===== src/rtl/scr_consts.vh =====
// Constants for the splitter command redirector
`ifndef SCR_CONSTS_VH
`define SCR_CONSTS_VH

// ------------------------------------------------------------
// Register byte offsets
// ------------------------------------------------------------
`define SCR_OFF_TYPE        6'h00
`define SCR_OFF_OWN_CHAN    6'h04
`define SCR_OFF_CMD_OP      6'h08
`define SCR_OFF_CMD_CHAN    6'h0c
`define SCR_OFF_CMD_TARGET  6'h10
`define SCR_OFF_CMD_VALUE   6'h14
`define SCR_OFF_GO          6'h18
`define SCR_OFF_STATUS      6'h1c
`define SCR_OFF_REP_CHAN    6'h20
`define SCR_OFF_REP_TARGET  6'h24
`define SCR_OFF_REP_DATA    6'h28

// ------------------------------------------------------------
// Reset values
// ------------------------------------------------------------
`define SCR_RST_TYPE        8'h00
`define SCR_RST_OWN_CHAN    8'h01

// ------------------------------------------------------------
// Splitter types
// ------------------------------------------------------------
`define SCR_TYPE_NONE       8'h00
`define SCR_TYPE_QUAD       8'h03

// ------------------------------------------------------------
// Command opcodes
// ------------------------------------------------------------
`define SCR_OP_SET_TYPE     4'h0
`define SCR_OP_GET_TYPE     4'h1
`define SCR_OP_PHASE_WR     4'h2
`define SCR_OP_PHASE_RD     4'h3
`define SCR_OP_MAG_WR       4'h4
`define SCR_OP_MAG_RD       4'h5
`define SCR_OP_DAC_RD       4'h6
`define SCR_OP_DAC_WR       4'h7
`define SCR_OP_DAC_WR_ALIAS 4'h8

// ------------------------------------------------------------
// Channel numbers
// ------------------------------------------------------------
`define SCR_CHAN_BCAST      8'h00
`define SCR_CHAN_ONBOARD    8'hc8

// ------------------------------------------------------------
// Splitter DAC target codes
// ------------------------------------------------------------
`define SCR_TGT_ATT1        4'h1
`define SCR_TGT_ATT2        4'h5
`define SCR_TGT_ATT3        4'h6
`define SCR_TGT_ATT4        4'h2
`define SCR_TGT_PH1         4'h3
`define SCR_TGT_PH2         4'h7
`define SCR_TGT_PH3         4'h4
`define SCR_TGT_PH4         4'h0
`define SCR_TGT_SW_ON       4'he
`define SCR_TGT_SW_OFF      4'hf

// ------------------------------------------------------------
// Count limits
// ------------------------------------------------------------
`define SCR_ATT_MAX         16'h003f
`define SCR_PH_MAX          16'h01ff

// ------------------------------------------------------------
// Status bits
// ------------------------------------------------------------
`define SCR_ST_DONE         0
`define SCR_ST_OK           1
`define SCR_ST_ERR          2
`define SCR_ST_REDIR        3
`define SCR_ST_IGN          4
`define SCR_ST_SWITCH       5

`endif


===== src/rtl/scr_target_decode.v =====
// Splitter DAC target code decoder
`include "scr_consts.vh"

module scr_target_decode (
  // Target code
  input  wire [3:0] target,
  // Decoded target
  output reg        is_att,
  output reg        is_ph,
  output reg        is_sw_on,
  output reg        is_sw_off,
  output reg  [1:0] idx
);

  // ----------------------------------------------------------
  // Decode
  // ----------------------------------------------------------
  always @* begin
    is_att    = 1'b0;
    is_ph     = 1'b0;
    is_sw_on  = 1'b0;
    is_sw_off = 1'b0;
    idx       = 2'h0;
    case (target)
      `SCR_TGT_ATT1: begin is_att = 1'b1; idx = 2'h0; end
      `SCR_TGT_ATT2: begin is_att = 1'b1; idx = 2'h1; end
      `SCR_TGT_ATT3: begin is_att = 1'b1; idx = 2'h2; end
      `SCR_TGT_ATT4: begin is_att = 1'b1; idx = 2'h3; end
      `SCR_TGT_PH1:  begin is_ph = 1'b1; idx = 2'h0; end
      `SCR_TGT_PH2:  begin is_ph = 1'b1; idx = 2'h1; end
      `SCR_TGT_PH3:  begin is_ph = 1'b1; idx = 2'h2; end
      `SCR_TGT_PH4:  begin is_ph = 1'b1; idx = 2'h3; end
      `SCR_TGT_SW_ON:  is_sw_on = 1'b1;
      `SCR_TGT_SW_OFF: is_sw_off = 1'b1;
      default: idx = 2'h0;
    endcase
  end

endmodule // scr_target_decode


===== src/rtl/scr_splitter_redirector.v =====
// Splitter command redirector with Avalon-MM register access
//
// Operation
// - Hold splitter type; 0 means inactive, 3 selects the four-way splitter.
// - Splitter type reads 0 after reset.
// - With splitter set, phase and magnitude go to splitter, not onboard.
// - Own channel N accepts splitter channels 4N-3 through 4N.
// - Redirected replies carry the addressed splitter channel number.
// - Broadcast channel 0 hits every splitter channel, not onboard.
// - Channels 200 and up reach onboard; 200 is onboard broadcast.
// - Only phase and magnitude commands change; opcodes 9 to 15 for own or broadcast channel pass unchanged.
// - Gain control stays onboard; redirected commands touch splitter only.
// - DAC target codes map to fixed channel attenuation and phase.
// - Target 14 asserts RF switch, 15 clears it; count ignored.
// - Attenuation counts 0 to 63, half dB per step.
// - Phase counts 0 to 511; bit 8 adds inversion.
// - DAC read answers channel, target and current count.
// - Both DAC write commands act alike and reply channel with OK.
`include "scr_consts.vh"

module scr_splitter_redirector (
  // Clock and reset
  input  wire        clk,
  input  wire        sys_rst,
  // Avalon-MM slave
  input  wire [5:0]  avs_address,
  input  wire        avs_read,
  input  wire        avs_write,
  input  wire [31:0] avs_writedata,
  input  wire [3:0]  avs_byteenable,
  output reg  [31:0] avs_readdata,
  output wire        avs_waitrequest,
  // Onboard RF chain command port
  output reg         onboard_valid,
  output reg  [3:0]  onboard_op,
  output reg  [7:0]  onboard_chan,
  output reg  [15:0] onboard_value,
  input  wire [15:0] onboard_rdata,
  // Automatic gain control path
  input  wire        agc_valid,
  input  wire [15:0] agc_value,
  output reg         onboard_agc_valid,
  output reg  [15:0] onboard_agc_value,
  // Splitter board settings
  output wire [23:0] split_atten,
  output wire [35:0] split_phase,
  output reg         splitter_rf_switch,
  output reg         split_update
);

  // ----------------------------------------------------------
  // Registers
  // ----------------------------------------------------------
  reg  [7:0]  split_type;
  reg  [7:0]  own_chan;
  reg  [3:0]  cmd_op;
  reg  [7:0]  cmd_chan;
  reg  [3:0]  cmd_target;
  reg  [15:0] cmd_value;
  reg         st_done;
  reg         st_ok;
  reg         st_err;
  reg         st_redir;
  reg         st_ign;
  reg  [7:0]  rep_chan;
  reg  [3:0]  rep_target;
  reg  [15:0] rep_data;
  reg         ack;
  reg  [5:0]  atten_q [0:3];
  reg  [8:0]  phase_q [0:3];

  // ----------------------------------------------------------
  // Bus handshake
  // ----------------------------------------------------------
  wire        req    = avs_read | avs_write;
  wire        wr_ack = avs_write & ack;
  wire [3:0]  be     = avs_byteenable;
  wire [31:0] bmask  = {{8{be[3]}}, {8{be[2]}}, {8{be[1]}}, {8{be[0]}}};
  wire        do_go  = wr_ack & (avs_address == `SCR_OFF_GO) & be[0] & avs_writedata[0];

  assign avs_waitrequest = req & ~ack;

  function [31:0] merge;
    input [31:0] old;
    input [31:0] nw;
    input [31:0] m;
    begin
      merge = (old & ~m) | (nw & m);
    end
  endfunction

  wire [31:0] own_mrg = merge({24'h0, own_chan}, avs_writedata, bmask);
  wire [31:0] val_mrg = merge({16'h0, cmd_value}, avs_writedata, bmask);

  // ----------------------------------------------------------
  // Target decode
  // ----------------------------------------------------------
  wire       t_att;
  wire       t_ph;
  wire       t_on;
  wire       t_off;
  wire [1:0] t_idx;

  scr_target_decode u_decode (
    .target    (cmd_target),
    .is_att    (t_att),
    .is_ph     (t_ph),
    .is_sw_on  (t_on),
    .is_sw_off (t_off),
    .idx       (t_idx)
  );

  // ----------------------------------------------------------
  // Channel mapping
  // ----------------------------------------------------------
  wire [9:0] own4     = {own_chan, 2'b00};
  wire [9:0] base     = own4 - 10'h003;
  wire [9:0] ch10     = {2'b00, cmd_chan};
  wire       split_on = (split_type != `SCR_TYPE_NONE);
  wire       ch_bcast = (cmd_chan == `SCR_CHAN_BCAST);
  wire       ch_onb   = (cmd_chan >= `SCR_CHAN_ONBOARD);
  wire       ch_local = (own_chan != 8'h00) & (ch10 >= base) & (ch10 <= own4);
  wire [9:0] ch_off   = ch10 - base;
  wire [1:0] sp_idx   = ch_off[1:0];
  wire [7:0] onb_chan = cmd_chan - `SCR_CHAN_ONBOARD;
  wire       for_me   = ch_bcast | (cmd_chan == own_chan);
  wire       is_pm    = (cmd_op == `SCR_OP_PHASE_WR) | (cmd_op == `SCR_OP_PHASE_RD)
                      | (cmd_op == `SCR_OP_MAG_WR) | (cmd_op == `SCR_OP_MAG_RD);
  wire       is_ph_op = (cmd_op == `SCR_OP_PHASE_WR) | (cmd_op == `SCR_OP_PHASE_RD);
  wire       is_wr_op = (cmd_op == `SCR_OP_PHASE_WR) | (cmd_op == `SCR_OP_MAG_WR);

  // ----------------------------------------------------------
  // Command execution decode
  // ----------------------------------------------------------
  reg        e_ok;
  reg        e_err;
  reg        e_ign;
  reg        e_redir;
  reg        e_onb;
  reg  [7:0] e_onb_chan;
  reg  [3:0] e_att_we;
  reg  [3:0] e_ph_we;
  reg        e_sw_set;
  reg        e_sw_clr;
  reg  [7:0] next_type;
  reg        e_type_we;
  reg  [15:0] e_data;
  reg        e_data_onb;

  always @* begin
    e_ok       = 1'b0;
    e_err      = 1'b0;
    e_ign      = 1'b0;
    e_redir    = 1'b0;
    e_onb      = 1'b0;
    e_onb_chan = cmd_chan;
    e_att_we   = 4'h0;
    e_ph_we    = 4'h0;
    e_sw_set   = 1'b0;
    e_sw_clr   = 1'b0;
    next_type  = split_type;
    e_type_we  = 1'b0;
    e_data     = 16'h0000;
    e_data_onb = 1'b0;
    if (is_pm && split_on) begin
      if (ch_onb) begin
        e_onb      = 1'b1;
        e_onb_chan = onb_chan;
        e_ok       = 1'b1;
        e_data_onb = ~is_wr_op;
      end else if (ch_bcast || ch_local) begin
        e_redir = 1'b1;
        if (is_wr_op) begin
          if (cmd_value > (is_ph_op ? `SCR_PH_MAX : `SCR_ATT_MAX)) begin
            e_err = 1'b1;
          end else begin
            e_ok = 1'b1;
            if (is_ph_op) begin
              e_ph_we = ch_bcast ? 4'hf : (4'h1 << sp_idx);
            end else begin
              e_att_we = ch_bcast ? 4'hf : (4'h1 << sp_idx);
            end
          end
        end else begin
          e_ok   = 1'b1;
          e_data = is_ph_op ? {7'h00, phase_q[ch_bcast ? 2'h0 : sp_idx]}
                            : {10'h000, atten_q[ch_bcast ? 2'h0 : sp_idx]};
        end
      end else begin
        e_ign = 1'b1;
      end
    end else if (!for_me) begin
      e_ign = 1'b1;
    end else begin
      case (cmd_op)
        `SCR_OP_SET_TYPE: begin
          if (cmd_value == {8'h00, `SCR_TYPE_NONE} || cmd_value == {8'h00, `SCR_TYPE_QUAD}) begin
            e_ok      = 1'b1;
            e_type_we = 1'b1;
            next_type = cmd_value[7:0];
          end else begin
            e_err = 1'b1;
          end
        end
        `SCR_OP_GET_TYPE: begin
          e_ok   = 1'b1;
          e_data = {8'h00, split_type};
        end
        `SCR_OP_DAC_RD: begin
          if (t_att || t_ph) begin
            e_ok   = 1'b1;
            e_data = t_ph ? {7'h00, phase_q[t_idx]} : {10'h000, atten_q[t_idx]};
          end else begin
            e_err = 1'b1;
          end
        end
        `SCR_OP_DAC_WR, `SCR_OP_DAC_WR_ALIAS: begin
          if (t_on || t_off) begin
            e_ok     = 1'b1;
            e_sw_set = t_on;
            e_sw_clr = t_off;
          end else if (t_att && cmd_value <= `SCR_ATT_MAX) begin
            e_ok     = 1'b1;
            e_att_we = 4'h1 << t_idx;
          end else if (t_ph && cmd_value <= `SCR_PH_MAX) begin
            e_ok    = 1'b1;
            e_ph_we = 4'h1 << t_idx;
          end else begin
            e_err = 1'b1;
          end
        end
        default: begin
          e_onb      = 1'b1;
          e_ok       = 1'b1;
          e_data_onb = 1'b1;
        end
      endcase
    end
  end

  // ----------------------------------------------------------
  // Splitter DAC settings
  // ----------------------------------------------------------
  genvar gi;
  generate
    for (gi = 0; gi < 4; gi = gi + 1) begin : g_chan
      always @(posedge clk) begin
        if (sys_rst) begin
          atten_q[gi] <= 6'h00;
          phase_q[gi] <= 9'h000;
        end else if (do_go) begin
          if (e_att_we[gi]) begin
            atten_q[gi] <= cmd_value[5:0];
          end
          if (e_ph_we[gi]) begin
            phase_q[gi] <= cmd_value[8:0];
          end
        end
      end
      assign split_atten[gi*6 +: 6] = atten_q[gi];
      assign split_phase[gi*9 +: 9] = phase_q[gi];
    end
  endgenerate

  // ----------------------------------------------------------
  // Command execution and register writes
  // ----------------------------------------------------------
  always @(posedge clk) begin
    if (sys_rst) begin
      ack                <= 1'b0;
      split_type         <= `SCR_RST_TYPE;
      own_chan           <= `SCR_RST_OWN_CHAN;
      cmd_op             <= 4'h0;
      cmd_chan           <= 8'h00;
      cmd_target         <= 4'h0;
      cmd_value          <= 16'h0000;
      st_done            <= 1'b0;
      st_ok              <= 1'b0;
      st_err             <= 1'b0;
      st_redir           <= 1'b0;
      st_ign             <= 1'b0;
      rep_chan           <= 8'h00;
      rep_target         <= 4'h0;
      rep_data           <= 16'h0000;
      onboard_valid      <= 1'b0;
      onboard_op         <= 4'h0;
      onboard_chan       <= 8'h00;
      onboard_value      <= 16'h0000;
      onboard_agc_valid  <= 1'b0;
      onboard_agc_value  <= 16'h0000;
      splitter_rf_switch <= 1'b0;
      split_update       <= 1'b0;
    end else begin
      ack               <= req & ~ack;
      onboard_agc_valid <= agc_valid;
      onboard_agc_value <= agc_value;
      onboard_valid     <= do_go & e_onb;
      split_update      <= do_go & ((|e_att_we) | (|e_ph_we) | e_sw_set | e_sw_clr);
      if (do_go && e_onb) begin
        onboard_op    <= cmd_op;
        onboard_chan  <= e_onb_chan;
        onboard_value <= cmd_value;
      end
      if (wr_ack) begin
        case (avs_address)
          `SCR_OFF_OWN_CHAN:   own_chan   <= own_mrg[7:0];
          `SCR_OFF_CMD_OP:     cmd_op     <= be[0] ? avs_writedata[3:0] : cmd_op;
          `SCR_OFF_CMD_CHAN:   cmd_chan   <= be[0] ? avs_writedata[7:0] : cmd_chan;
          `SCR_OFF_CMD_TARGET: cmd_target <= be[0] ? avs_writedata[3:0] : cmd_target;
          `SCR_OFF_CMD_VALUE:  cmd_value  <= val_mrg[15:0];
          `SCR_OFF_STATUS:     st_done    <= 1'b0;
          default:             st_done    <= st_done;
        endcase
      end
      if (do_go) begin
        st_done    <= 1'b1;
        st_ok      <= e_ok;
        st_err     <= e_err;
        st_redir   <= e_redir;
        st_ign     <= e_ign;
        rep_chan   <= cmd_chan;
        rep_target <= cmd_target;
        rep_data   <= e_data_onb ? onboard_rdata : e_data;
        if (e_type_we) begin
          split_type <= next_type;
        end
        if (e_sw_set) begin
          splitter_rf_switch <= 1'b1;
        end else if (e_sw_clr) begin
          splitter_rf_switch <= 1'b0;
        end
      end
    end
  end

  // ----------------------------------------------------------
  // Read data
  // ----------------------------------------------------------
  always @(posedge clk) begin
    if (sys_rst) begin
      avs_readdata <= 32'h00000000;
    end else if (avs_read && !ack) begin
      case (avs_address)
        `SCR_OFF_TYPE:       avs_readdata <= {24'h000000, split_type};
        `SCR_OFF_OWN_CHAN:   avs_readdata <= {24'h000000, own_chan};
        `SCR_OFF_CMD_OP:     avs_readdata <= {28'h0000000, cmd_op};
        `SCR_OFF_CMD_CHAN:   avs_readdata <= {24'h000000, cmd_chan};
        `SCR_OFF_CMD_TARGET: avs_readdata <= {28'h0000000, cmd_target};
        `SCR_OFF_CMD_VALUE:  avs_readdata <= {16'h0000, cmd_value};
        `SCR_OFF_STATUS:     avs_readdata <= {26'h0, splitter_rf_switch, st_ign,
                                              st_redir, st_err, st_ok, st_done};
        `SCR_OFF_REP_CHAN:   avs_readdata <= {24'h000000, rep_chan};
        `SCR_OFF_REP_TARGET: avs_readdata <= {28'h0000000, rep_target};
        `SCR_OFF_REP_DATA:   avs_readdata <= {16'h0000, rep_data};
        default:             avs_readdata <= 32'h00000000;
      endcase
    end
  end

endmodule // scr_splitter_redirector


===== config.mk =====
export PLATFORM = sky130hd
export DESIGN_NAME = scr_splitter_redirector
export DESIGN_NICKNAME = d
export VERILOG_FILES = /design/src/rtl/scr_target_decode.v /design/src/rtl/scr_splitter_redirector.v
export VERILOG_INCLUDE_DIRS = /design/src /design/src/rtl
export SDC_FILE = /design/constraint.sdc
export NUM_CORES = 1
export LEC_CHECK = 0
export BUFFER_PORTS_ARGS = -buffer_cell sky130_fd_sc_hd__buf_2
export CAP_MARGIN = 20
export CORE_UTILIZATION = 55
export DETAILED_ROUTE_END_ITERATION = 8
export PLACE_DENSITY = 0.87
export SYNTH_ARGS = -nofsm -noshare
export SYNTH_HDL_FRONTEND = slang
export SYNTH_SLANG_ARGS = --single-unit

===== constraint.sdc =====
create_clock -name clk -period 4.3 [get_ports clk]
set_clock_uncertainty 0.1 [all_clocks]
set_input_delay 0.215 -clock clk [delete_from_list [all_inputs] [get_ports clk]]
set_output_delay 0.215 -clock clk [all_outputs]
set_load 0.005 [all_outputs]

==> metrics.csv, run 1 <==
stage,metric,value,unit
clock_tree,clk_pin_slew_worst_paths,0.06,ns
clock_tree,cts.sinks,206,
global_route,grt_pass1_vias,9699,
drt,via_per_inst,6.432,
synth,netlist_area,0.01060,mm^2
synth,synthDistinctLibCells,76,
global_route,grt_max_degree,111,
synth,synth-edff-count,60,
synth,ys_warn_count,0,
power,power_density,316.6,mW/mm^2
synth,synth_top_area_share,27.58,%
synth,synth-seq-cells,206,
drt,wirelength,35.18,mm
clock_tree,cts_buffers,22,
sta,layout_setup_ws,0.5554,ns
clock_tree,clockBufferDepth,3,
power,clkPwrFrac,44.1,%
floorplan,start_util,56.47,%
sta,rsz0062_at_grt,no,
sta,setup_viol,0,
synth,synthArstFlopShare,0,%
drt,postRouteAntennaNets,0,
global_route,grt_antenna_before_repair,0,
power,vdd_drop_max,0.3365,mV
floorplan,rows,50,
worst_setup_path,startpoint_type,register,
floorplan,chipHeight,140.8,um
sta,finalCritPeriodShare,87.08,%
global_route,grt_pass1_wl,53.92,mm
place,dp_hpwl,23.21,mm
sta,finalCriticalPeriod,3.745,ns
floorplan,die_w,140.8,um
power,switching_share,23.26,%
drt,wl_per_cell,22.21,um
floorplan,pin_count,220,
power,combPwrFrac,5.7,%
power,seqPwrFrac,50.2,%
hold_path,holdCritPathClass,input pin to register,
final_layout,finalNetCount,1436,
worst_setup_path,endpoint_kind,register,
drt,drtPass1Iterations,8,
sta,clock.fmax,267.1,MHz
synth,syn_area_per_cell,9.540,um^2
final_layout,area_delta_synth_final,21.82,%
global_route,grt_usage,35.09,%
synth,yosysTopAreaCell,dfxtp_1,
sta,fin_setup_tns,0,ns
drt,num_vias,10190,
sta,slew_headroom,25.96,%
global_route,grt.overflow.total,0,
power,p_int,3.137,mW
floorplan,dieArea,0.01983,mm^2
run,maxCapViolCount,0,
synth,netlist_top_cells_area,"dfxtp_1, edfxtp_1, mux2i_1, nor2_1, mux4_2",
worst_setup_path,arrival,3.78,ns
synth,synth_ff_type,dfxtp_1,
final_layout,fin_cells,1584,
clock_tree,cts_tree,yes,
clock_tree,clk_latency,0.52,ns
drt,drc_errors,0,
drt,dr.first_iter.drc_count,1225,
synth,syn_inst,1111,
final_layout,n_antenna_cell,0,
place,io_buffers,185,
sta,worstMarginPinSlew,1.111,ns
power,power,4.087,mW
clock_tree,cts_root_buf,clkbuf_16,
worst_setup_path,crit_fanout,13,
sta,finalMaxSlewViolations,0,
worst_setup_path,critical_path_class,register to register,
power,power_switching,0.9506,mW
place,dp_cells,1483,
worst_setup_path,cp.required,4.34,ns
status,status,"complete, no violations",
final_layout,drive_gt1_share,22.00,%
power,power.leakage,5.053,nW
sta,final-hold-violation-count,0,
place,post-place-ws,0.7379,ns
clock_tree,cts_htree_levels,1,
place,place_congestion,0.9516,
synth,ys_seq_area_share,44.58,%
floorplan,coreArea,0.01877,mm^2
[repair_timing]
item | CTS | global route
resized for setup | 0 | 0
hold buffers | 62 | 0
endpoints found under the hold margin | 79 | 0
buffers inserted | 0 | 0
[worst max-delay path: stages, from the launching register on]
cell      delay (ns)
dfxtp_1         0.46
nor2_1          0.21
and2_1          0.19
clkinv_1        0.18
ha_1            0.37
nand4_1         0.14
nor3_1          0.29
o21bai_1        0.17
nand2b_1        0.23
nor2_1          0.22
a32oi_2         0.09
o21ai_1         0.71
[synthesized netlist by cell type (3+ instances only)]
cell and n:
nor2_1 204, dfxtp_1 146, mux2i_1 81, nand2_1 75, a21oi_1 63, edfxtp_1 60
clkbuf_1 42, a22oi_1 30, o21ai_0 30, nor2b_1 24, nor3_1 23, ha_1 22
mux4_2 21, nand3_1 21, buf_4 20, buf_2 18, inv_1 16, and3_1 15
a221oi_1 14, xnor2_1 14, and2_1 13, nand2b_1 13, a31oi_1 11, o221ai_1 11
nor4_1 9, o211ai_1 9, a211oi_1 8, mux2_2 7, buf_6 6, nand4_1 6
o22ai_1 6, a32oi_2 4, buf_1 4, o21ai_1 4, o21bai_1 3, or3_1 3
xor2_1 3
[path summary, 6_finish.rpt]
| check | start | end | slack [ns] | cells past startpoint |
|---|---|---|---|---|
| min reg2reg | rep_target[3]$_SDFFE_PP0P_ | rep_target[3]$_SDFFE_PP0P_ | 0.36 | 2 |
| max | cmd_op[3]$_SDFFE_PP0P_ | phase_q[0][8]$_SDFFCE_PN0P_ | 0.56 | 11 |
| max reg2reg | cmd_op[3]$_SDFFE_PP0P_ | phase_q[0][8]$_SDFFCE_PN0P_ | 0.56 | 11 |
| min | onboard_rdata[8] | rep_data[8]$_SDFFE_PP0P_ | 0.17 | 5 |
[metrics by stage]
| stage | area (um^2) | util [%] | hold slack, ns |
|---|---|---|---|
| 6_report | 12910 | 68.79 | 0.1710 |
| 5_1_grt | 12910 | 68.79 | 0.1755 |
| 4_1_cts | 12910 | 68.79 | 0.1088 |
| 3_5_place_dp | 11620 | 61.91 | 0.3271 |
| 3_3_place_gp | 11620 | 61.91 | 0.3217 |
| 2_1_floorplan | 10660 | - | 0.2432 |
[routing by layer]
metal	up-vias	global-route usage (%)	wire (um)
met1	4700	42.59	12360
met4	0	22.03	2355
met5	-	0	0
met2	866	57.27	16200
met3	202	7.201	4266
li1	4420	-	-
[cells in the final DEF, fill, tap and decap left out, types with 8 or more instances in the layout]
cell	Yosys	layout
ha_1	22	22
nand2_1	75	75
o211ai_1	9	9
mux4_2	21	21
nor2b_1	24	24
nor2_1	204	204
a22oi_1	30	30
buf_2	18	184
inv_1	16	16
o221ai_1	11	11
conb_1	1	16
nand2b_1	13	13
a211oi_1	8	8
nor4_1	9	9
and3_1	15	15
and2_1	13	13
a221oi_1	14	14
clkbuf_16	0	22
mux2i_1	81	81
xnor2_1	14	14
dlygate4sd3_1	0	62
nand3_1	21	21
o21ai_0	30	30
nor3_1	23	23
a31oi_1	11	11
dfxtp_1	146	146
buf_4	20	28
edfxtp_1	60	60
a21oi_1	63	63
[cell families after synthesis]
kind of cell,Yosys count,share of synthesized area [%]
mux,109,12.86
flops,206,44.58
simple gates,430,19.08
other cells,1,0.03538
compound gates,218,14.28
buf+inv,108,5.170
fa+ha+maj,22,2.597
xor+xnor,17,1.405
[power groups by stage]
stage                     clock [mW]  combinational, mW  sequential, mW
after global placement             0              0.176            2.09
after detailed placement           0              0.179            2.09
after global routing            1.90              0.248            2.05
after CTS                       1.80              0.224            2.05
final                           1.80              0.233            2.05
after floorplan                    0             0.0999            2.09
[cell type report]
cell class	instances	area, um^2
fillers	1386	5857
multi-input cells	812	5383
flip-flops and latches	206	4725
repair buffers	275	1772
clock buffers	30	610.6
well taps	234	292.8
inverters	18	67.56
clock inverters	9	61.31
Note: power is estimated with default switching activity, not from simulation.
==> inputs of run 2 (changes only) <==
--- a/config.mk
+++ b/config.mk
@@ -8,9 +8,10 @@
 export LEC_CHECK = 0
 export BUFFER_PORTS_ARGS = -buffer_cell sky130_fd_sc_hd__buf_2
 export CAP_MARGIN = 20
-export CORE_UTILIZATION = 55
+export CORE_UTILIZATION = 50
+export CTS_CLUSTER_DIAMETER = 50
 export DETAILED_ROUTE_END_ITERATION = 8
-export PLACE_DENSITY = 0.87
+export PLACE_DENSITY = 0.84
 export SYNTH_ARGS = -nofsm -noshare
 export SYNTH_HDL_FRONTEND = slang
 export SYNTH_SLANG_ARGS = --single-unit
==> constraint.sdc (replaced) <==
create_clock -name clk -period 3.15 [get_ports clk]
set_clock_uncertainty 0.1 [all_clocks]
set_input_delay 0.1575 -clock clk [delete_from_list [all_inputs] [get_ports clk]]
set_output_delay 0.1575 -clock clk [all_outputs]
set_load 0.005 [all_outputs]
==> metrics.csv, run 2 (same netlist as run 1, synthesis figures left out) <==
stage,metric,value,unit,change
drt,dr.first_iter.drc_count,1282,,+4.7%
clock_tree,clk_pin_slew_worst_paths,0.06,ns,about the same
place,dp_cells,1558,,+5.1%
global_route,globalRouteMet1Util,41.12,%,-1.5 points
hold_path,whs_endpoint,cmd_target[0]$_SDFFE_PP0P_,,
worst_setup_path,endpoint_kind,register,,
sta,clock.fmax,328.0,MHz,+23%
sta,finalCriticalPeriod,3.048,ns,-0.6962 ns
hold_path,holdCritPathClass,input pin to register,,
clock_tree,clk_latency,0.55,ns,+0.03 ns
clock_tree,clockBufferDepth,3,,unchanged
sta,worstMarginPinSlew,0.8625,ns,-0.2481 ns
worst_setup_path,r2r.worst_path.cells,11,,unchanged
drt,drtPass1Iterations,8,,unchanged
clock_tree,cts_htree_levels,1,,unchanged
worst_setup_path,critical_path_class,register to register,,
final_layout,drive_gt1_share,26.09,%,+4.1 points
sta,setup_viol,0,,unchanged
place,post-place-ws,0.06851,ns,-0.6694 ns
sta,finalCritPeriodShare,96.77,%,+9.7 points
global_route,grt.overflow.total,0,,unchanged
clock_tree,cts_buffers,26,,+18%
sta,final-hold-violation-count,0,,unchanged
final_layout,n_antenna_cell,0,,unchanged
place,place_congestion,0.9650,,+1.4%
floorplan,rows,52,,+4.0%
drt,num_vias,10480,,+2.9%
sta,layout_setup_ws,0.1016,ns,-0.4538 ns
drt,postRouteAntennaNets,0,,unchanged
floorplan,chipHeight,147.6,um,+4.8%
worst_setup_path,crit_fanout,8,,-5
sta,whs,0.1033,ns,-0.06769 ns
floorplan,dieArea,0.02178,mm^2,+9.9%
clock_tree,cts_tree,yes,,
sta,slew_headroom,42.29,%,+16 points
worst_setup_path,path_common_cell,buf_4,,
global_route,grt_max_degree,80,,-28%
worst_setup_path,rr_endpoint,rep_data[13]$_SDFFE_PP0P_,,
worst_setup_path,worstReg2RegStart,cmd_chan[5]$_SDFFE_PP0P_,,
run,maxCapViolCount,0,,unchanged
floorplan,coreArea,0.02049,mm^2,+9.2%
final_layout,fin_cells,1688,,+6.6%
final_layout,layout_commonest_cell,nor2_1,,
hold_path,min_path_cells,5,,unchanged
status,status,"complete, no violations",,
worst_setup_path,path_cells,buf_4 > o311ai_2 > a2111oi_1 > buf_4 > and2_1 > a21oi_2 > nor2_1 > buf_4 > a22oi_1 > nor2_1 > dlygate4sd3_1,,
place,dp_hpwl,24.58,mm,+5.9%
global_route,busiest_layer,met2,,
floorplan,pin_count,220,,unchanged
worst_setup_path,arrival,3.37,ns,-0.41 ns
worst_setup_path,slowest_stage,dlygate4sd3_1,,
worst_setup_path,startpoint_type,register,,
drt,wirelength,37.66,mm,+7.0%
floorplan,die_w,147.6,um,+4.8%
floorplan,start_util,51.72,%,-4.8 points
final_layout,finalNetCount,1501,,+4.5%
worst_setup_path,cp.required,3.47,ns,-0.87 ns
hold_path,min-delay-start,avs_address[0],,
global_route,grt_usage,33.94,%,-1.1 points
global_route,grt_pass1_wl,56.86,mm,+5.4%
global_route,grt_antenna_before_repair,0,,unchanged
power,vdd_drop_max,0.4063,mV,+21%
global_route,grt_pass1_vias,10180,,+5.0%
worst_setup_path,r2r_slack,0.10,ns,-0.45 ns
drt,via_per_inst,6.209,,-3.5%
final_layout,n_fill_cell,1510,,+8.9%
final_layout,final_cell_mix,"nor2_1, buf_2, dfxtp_1",,
sta,finalMaxSlewViolations,0,,unchanged
drt,wl_per_cell,22.31,um,+0.45%
final_layout,area_delta_synth_final,30.33,%,
global_route,gr-usage-met2,53.77,%,-3.5 points
global_route,use_met3,7.593,%,+0.39 points
place,io_buffers,185,,unchanged
clock_tree,cts_root_buf,clkbuf_16,,
drt,drc_errors,0,,unchanged
power,power_density,442.4,mW/mm^2,+40%
worst_setup_path,crit_path_max_incr_delay,0.58,ns,-0.13 ns
clock_tree,cts.sinks,206,,unchanged
final_layout,finalCoreUtilization,67.40,%,-1.4 points
sta,fin_setup_tns,0,ns,unchanged
power,power.leakage,5.547,nW,+9.8%
[run 2: changes by cell type in the layout (fill, tap and decap cells not counted), sizes merged]
cell         previous run  this run
buf                   213       257
bufinv                  0         1
clkbuf                 30        31
clkinv                  7        11
clkinvlp                2         0
dlygate4sd3            62        79
inv                    18        21
[run 2: metal layers]
metal | up-vias | wire length, um
met5 | - | 0
met4 | 0 | 2856
met3 | 214 | 4577
met2 | 864 | 17000
met1 | 4831 | 13220
li1 | 4571 | -
[run 2: timing repair]
item | 4_1_cts | 5_1_grt
setup endpoints to repair | 0 | 76
setup buffers | 0 | 5
gates resized for setup | 0 | 11
endpoints found under the hold margin | 91 | 0
hold buffers | 79 | 0
[run 2: worst max-delay path by stage]
stage                             startpoint                     endpoint  slack (ns)  depth (start not counted)
finish              cmd_chan[5]$_SDFFE_PP0P_    rep_data[13]$_SDFFE_PP0P_        0.10                         11
global route        cmd_chan[5]$_SDFFE_PP0P_     rep_data[9]$_SDFFE_PP0P_       -0.02                         11
CTS                                 register  phase_q[3][4]$_SDFFCE_PN0P_        0.05                         10
detailed placement                  register  phase_q[3][0]$_SDFFCE_PN0P_        0.07                         10
global placement                    register  phase_q[0][4]$_SDFFCE_PN0P_        0.16                         12
floorplan             cmd_op[2]$_SDFFE_PP0P_  phase_q[3][0]$_SDFFCE_PN0P_       -0.03                         13
[run 2: cell type report]
type	instances	area [um^2]	area share (%)
multi-input cells	812	5508	39.87
inverters	18	67.56	0.4891
repair buffers	336	2322	16.81
flip-flops and latches	206	4727	34.22
clock buffers	31	720.7	5.217
clock inverters	15	130.1	0.9420
well taps	270	337.8	2.446
[run 2: worst max-delay path, delay by kind of cell (launching register included)]
kind / cells / cell delay (ns)
buffers and inverters: 4 / 1.18
and+or+nand+nor: 3 / 0.31
AOI/OAI and AO/OA: 4 / 0.88
DFF: 1 / 0.46
[run 2: report_power, final]
group	total (mW)	switching [mW]	internal [mW]
logic	0.338	0.174	0.163
registers	2.80	0.0335	2.76
clock network	2.98	1.25	1.73
[run 2: metrics by stage]
stage / power, mW / area [um^2]
after floorplan: 2.985 / 10730
after global placement: 3.099 / 12070
after detailed placement: 3.105 / 12070
after CTS: 6.059 / 13710
after global routing: 6.233 / 13810
final: 6.110 / 13810
==> inputs of run 3 (changes only) <==
--- a/config.mk
+++ b/config.mk
@@ -8,7 +8,9 @@
 export LEC_CHECK = 0
 export BUFFER_PORTS_ARGS = -buffer_cell sky130_fd_sc_hd__buf_2
 export CAP_MARGIN = 20
-export CORE_UTILIZATION = 50
+export CELL_PAD_IN_SITES_DETAIL_PLACEMENT = 0
+export CELL_PAD_IN_SITES_GLOBAL_PLACEMENT = 1
+export CORE_UTILIZATION = 38
 export CTS_CLUSTER_DIAMETER = 50
 export DETAILED_ROUTE_END_ITERATION = 8
 export PLACE_DENSITY = 0.84
==> metrics.csv, run 3 (same netlist as run 1, synthesis figures left out) <==
stage,metric,value,unit,change
status,status,"complete, no violations",,
drt,drtPass1Iterations,6,,-2
hold_path,min-delay-start,avs_address[1],,
sta,clock.fmax,329.8,MHz,+0.54%
sta,final-hold-violation-count,0,,unchanged
place,place_congestion,0.9110,,-5.6%
drt,wl_per_cell,20.49,um,-8.2%
drt,route.met2.wl,16.90,mm,-0.60%
clock_tree,cts_root_buf,clkbuf_16,,
sta,layout_setup_ws,0.1179,ns,+0.01629 ns
sta,worstMarginPinSlew,0.9269,ns,+0.06438 ns
power,power_density,438.1,mW/mm^2,-0.96%
final_layout,final_cell_mix,"nor2_1, buf_2, dfxtp_1",,
global_route,grt_max_degree,58,,-28%
final_layout,fin_cells,1793,,+6.2%
worst_setup_path,crit_fanout,8,,unchanged
final_layout,area_delta_synth_final,30.66,%,
place,dp_hpwl,26.37,mm,+7.3%
place,io_buffers,185,,unchanged
final_layout,n_fill_cell,2521,,+67%
drt,drc_errors,0,,unchanged
final_layout,regArea,0.004725,mm^2,about the same
global_route,grt_pass1_vias,9559,,-6.1%
sta,setup_viol,0,,unchanged
sta,slew_headroom,38.14,%,-4.1 points
worst_setup_path,cp.required,3.32,ns,-0.15 ns
floorplan,pin_count,220,,unchanged
worst_setup_path,cp-endpoint,atten_q[1][0]$_SDFFCE_PN0P_,,
global_route,grt_pass1_wl,55.24,mm,-2.8%
hold_path,holdCritPathClass,input pin to register,,
worst_setup_path,startpoint_type,register,,
place,dpl-instance-area,0.01229,mm^2,+1.8%
floorplan,dieArea,0.02856,mm^2,+31%
final_layout,finalInstanceArea,0.01385,mm^2,+0.25%
clock_tree,cts_htree_levels,1,,unchanged
drt,num_vias,9928,,-5.3%
floorplan,chipHeight,169.0,um,+15%
drt,postRouteAntennaNets,0,,unchanged
drt,wl_met1,15.25,mm,+15%
place,post-place-ws,0.1424,ns,+0.07393 ns
sta,finalCriticalPeriod,3.032,ns,-0.01629 ns
drt,maxUsedRoutingLayer,met4,,
final_layout,drive_gt1_share,26.27,%,+0.17 points
final_layout,finalCoreUtilization,50.96,%,-16 points
clock_tree,cts_tree,yes,,
clock_tree,cts.sinks,206,,unchanged
sta,rsz0062_at_grt,yes,,
drt,wl_met3,3.256,mm,-29%
power,power.leakage,5.507,nW,-0.71%
worst_setup_path,arrival,3.20,ns,-0.17 ns
final_layout,multi_input_area,0.005479,mm^2,-0.52%
drt,via_per_inst,5.537,,-11%
floorplan,coreArea,0.02718,mm^2,+33%
global_route,grt_antenna_before_repair,1,,+1
worst_setup_path,endpoint_kind,register,,
worst_setup_path,r2r.worst_path.cells,12,,+1
clock_tree,clk_latency,0.54,ns,about the same
worst_setup_path,critical_path_class,register to register,,
drt,wirelength,36.73,mm,-2.5%
clock_tree,clk_pin_slew_worst_paths,0.06,ns,about the same
clock_tree,clockBufferDepth,3,,unchanged
final_layout,finalNetCount,1502,,+0.067%
floorplan,start_util,39.00,%,-13 points
run,maxCapViolCount,0,,unchanged
sta,whs,0.1222,ns,+0.01895 ns
final_layout,layout_commonest_cell,nor2_1,,
place,dp_cells,1676,,+7.6%
drt,dr.first_iter.drc_count,906,,-29%
global_route,grt_usage,25.10,%,-8.8 points
global_route,grt.overflow.total,0,,unchanged
worst_setup_path,rr_endpoint,atten_q[1][0]$_SDFFCE_PN0P_,,
clock_tree,cts_buffers,25,,-3.8%
power,vdd_drop_max,0.3184,mV,-22%
floorplan,die_w,169.0,um,+15%
floorplan,rows,60,,+15%
sta,finalCritPeriodShare,96.26,%,-0.52 points
sta,finalMaxSlewViolations,0,,unchanged
worst_setup_path,r2r_slack,0.12,ns,+0.02 ns
-- run 3: cell types whose count changed in the layout (fill, tap and decap cells not counted), sizes merged --
cell / change
clkinv: -5
inv: -1
bufinv: +1
clkinvlp: +1
clkbuf: +4
buf: +14
dlygate4sd3: -12
diode: +1
-- run 3: repair_timing --
item | CTS | global route
setup endpoints to repair | 0 | 42
gates resized for setup | 0 | 3
setup buffers | 0 | 3
hold buffers | 67 | 0
hold endpoints to repair | 83 | 0
-- run 3: where the power goes --
| group | total (mW) | switching, mW | internal, mW |
|---|---|---|---|
| Sequential | 2.80 | 0.0333 | 2.76 |
| Clock | 2.94 | 1.18 | 1.76 |
| Combinational | 0.331 | 0.171 | 0.160 |
-- run 3: worst max-delay path: stages (launching register included) --
cell and delay [ns]:
dfxtp_1 0.33, nor3_1 0.29, xnor2_1 0.17, ha_1 0.27
a21o_1 0.16, a21oi_1 0.14, nor2b_1 0.09, o41ai_4 0.29
nor2_4 0.14, buf_4 0.17, a32oi_2 0.34, buf_4 0.22
nor2_1 0.05
-- run 3: per-layer routing --
layer / vias up / global-route usage [%]
met5: - / 0
met4: 0 / 9.597
met3: 96 / 4.583
met2: 513 / 40.89
met1: 4743 / 33.09
li1: 4576 / -
-- run 3: layout make-up --
cell class,instances,area share (%)
Antenna cell,1,0.01807
Clock buffer,35,5.159
Clock inverter,11,0.9035
Inverter,18,0.4879
Multi-Input combinational cell,812,39.56
Sequential cell,206,34.12
Tap cell,372,3.361
Timing Repair Buffer,338,16.39
-- run 3: worst min-delay path by stage --
stage | to | slack, ns | cells past startpoint
detailed placement | onboard_agc_value[8]$_SDFF_PP0_ | 0.27 | 2
floorplan | onboard_agc_valid$_SDFF_PP0_ | 0.19 | 1
global route | cmd_target[2]$_SDFFE_PP0P_ | 0.15 | 5
CTS | avs_readdata[3]$_SDFFE_PP0P_ | 0.09 | 5
finish | cmd_target[3]$_SDFFE_PP0P_ | 0.12 | 5
global placement | onboard_agc_value[6]$_SDFF_PP0_ | 0.27 | 2
-- run 3: metrics by stage --
| stage | power, mW | TNS, ns |
|---|---|---|
| floorplan | 2.985 | -0.5923 |
| global placement | 3.110 | 0 |
| detailed placement | 3.112 | 0 |
| CTS | 6.079 | 0 |
| global route | 6.230 | -0.3608 |
| finish | 6.067 | 0 |
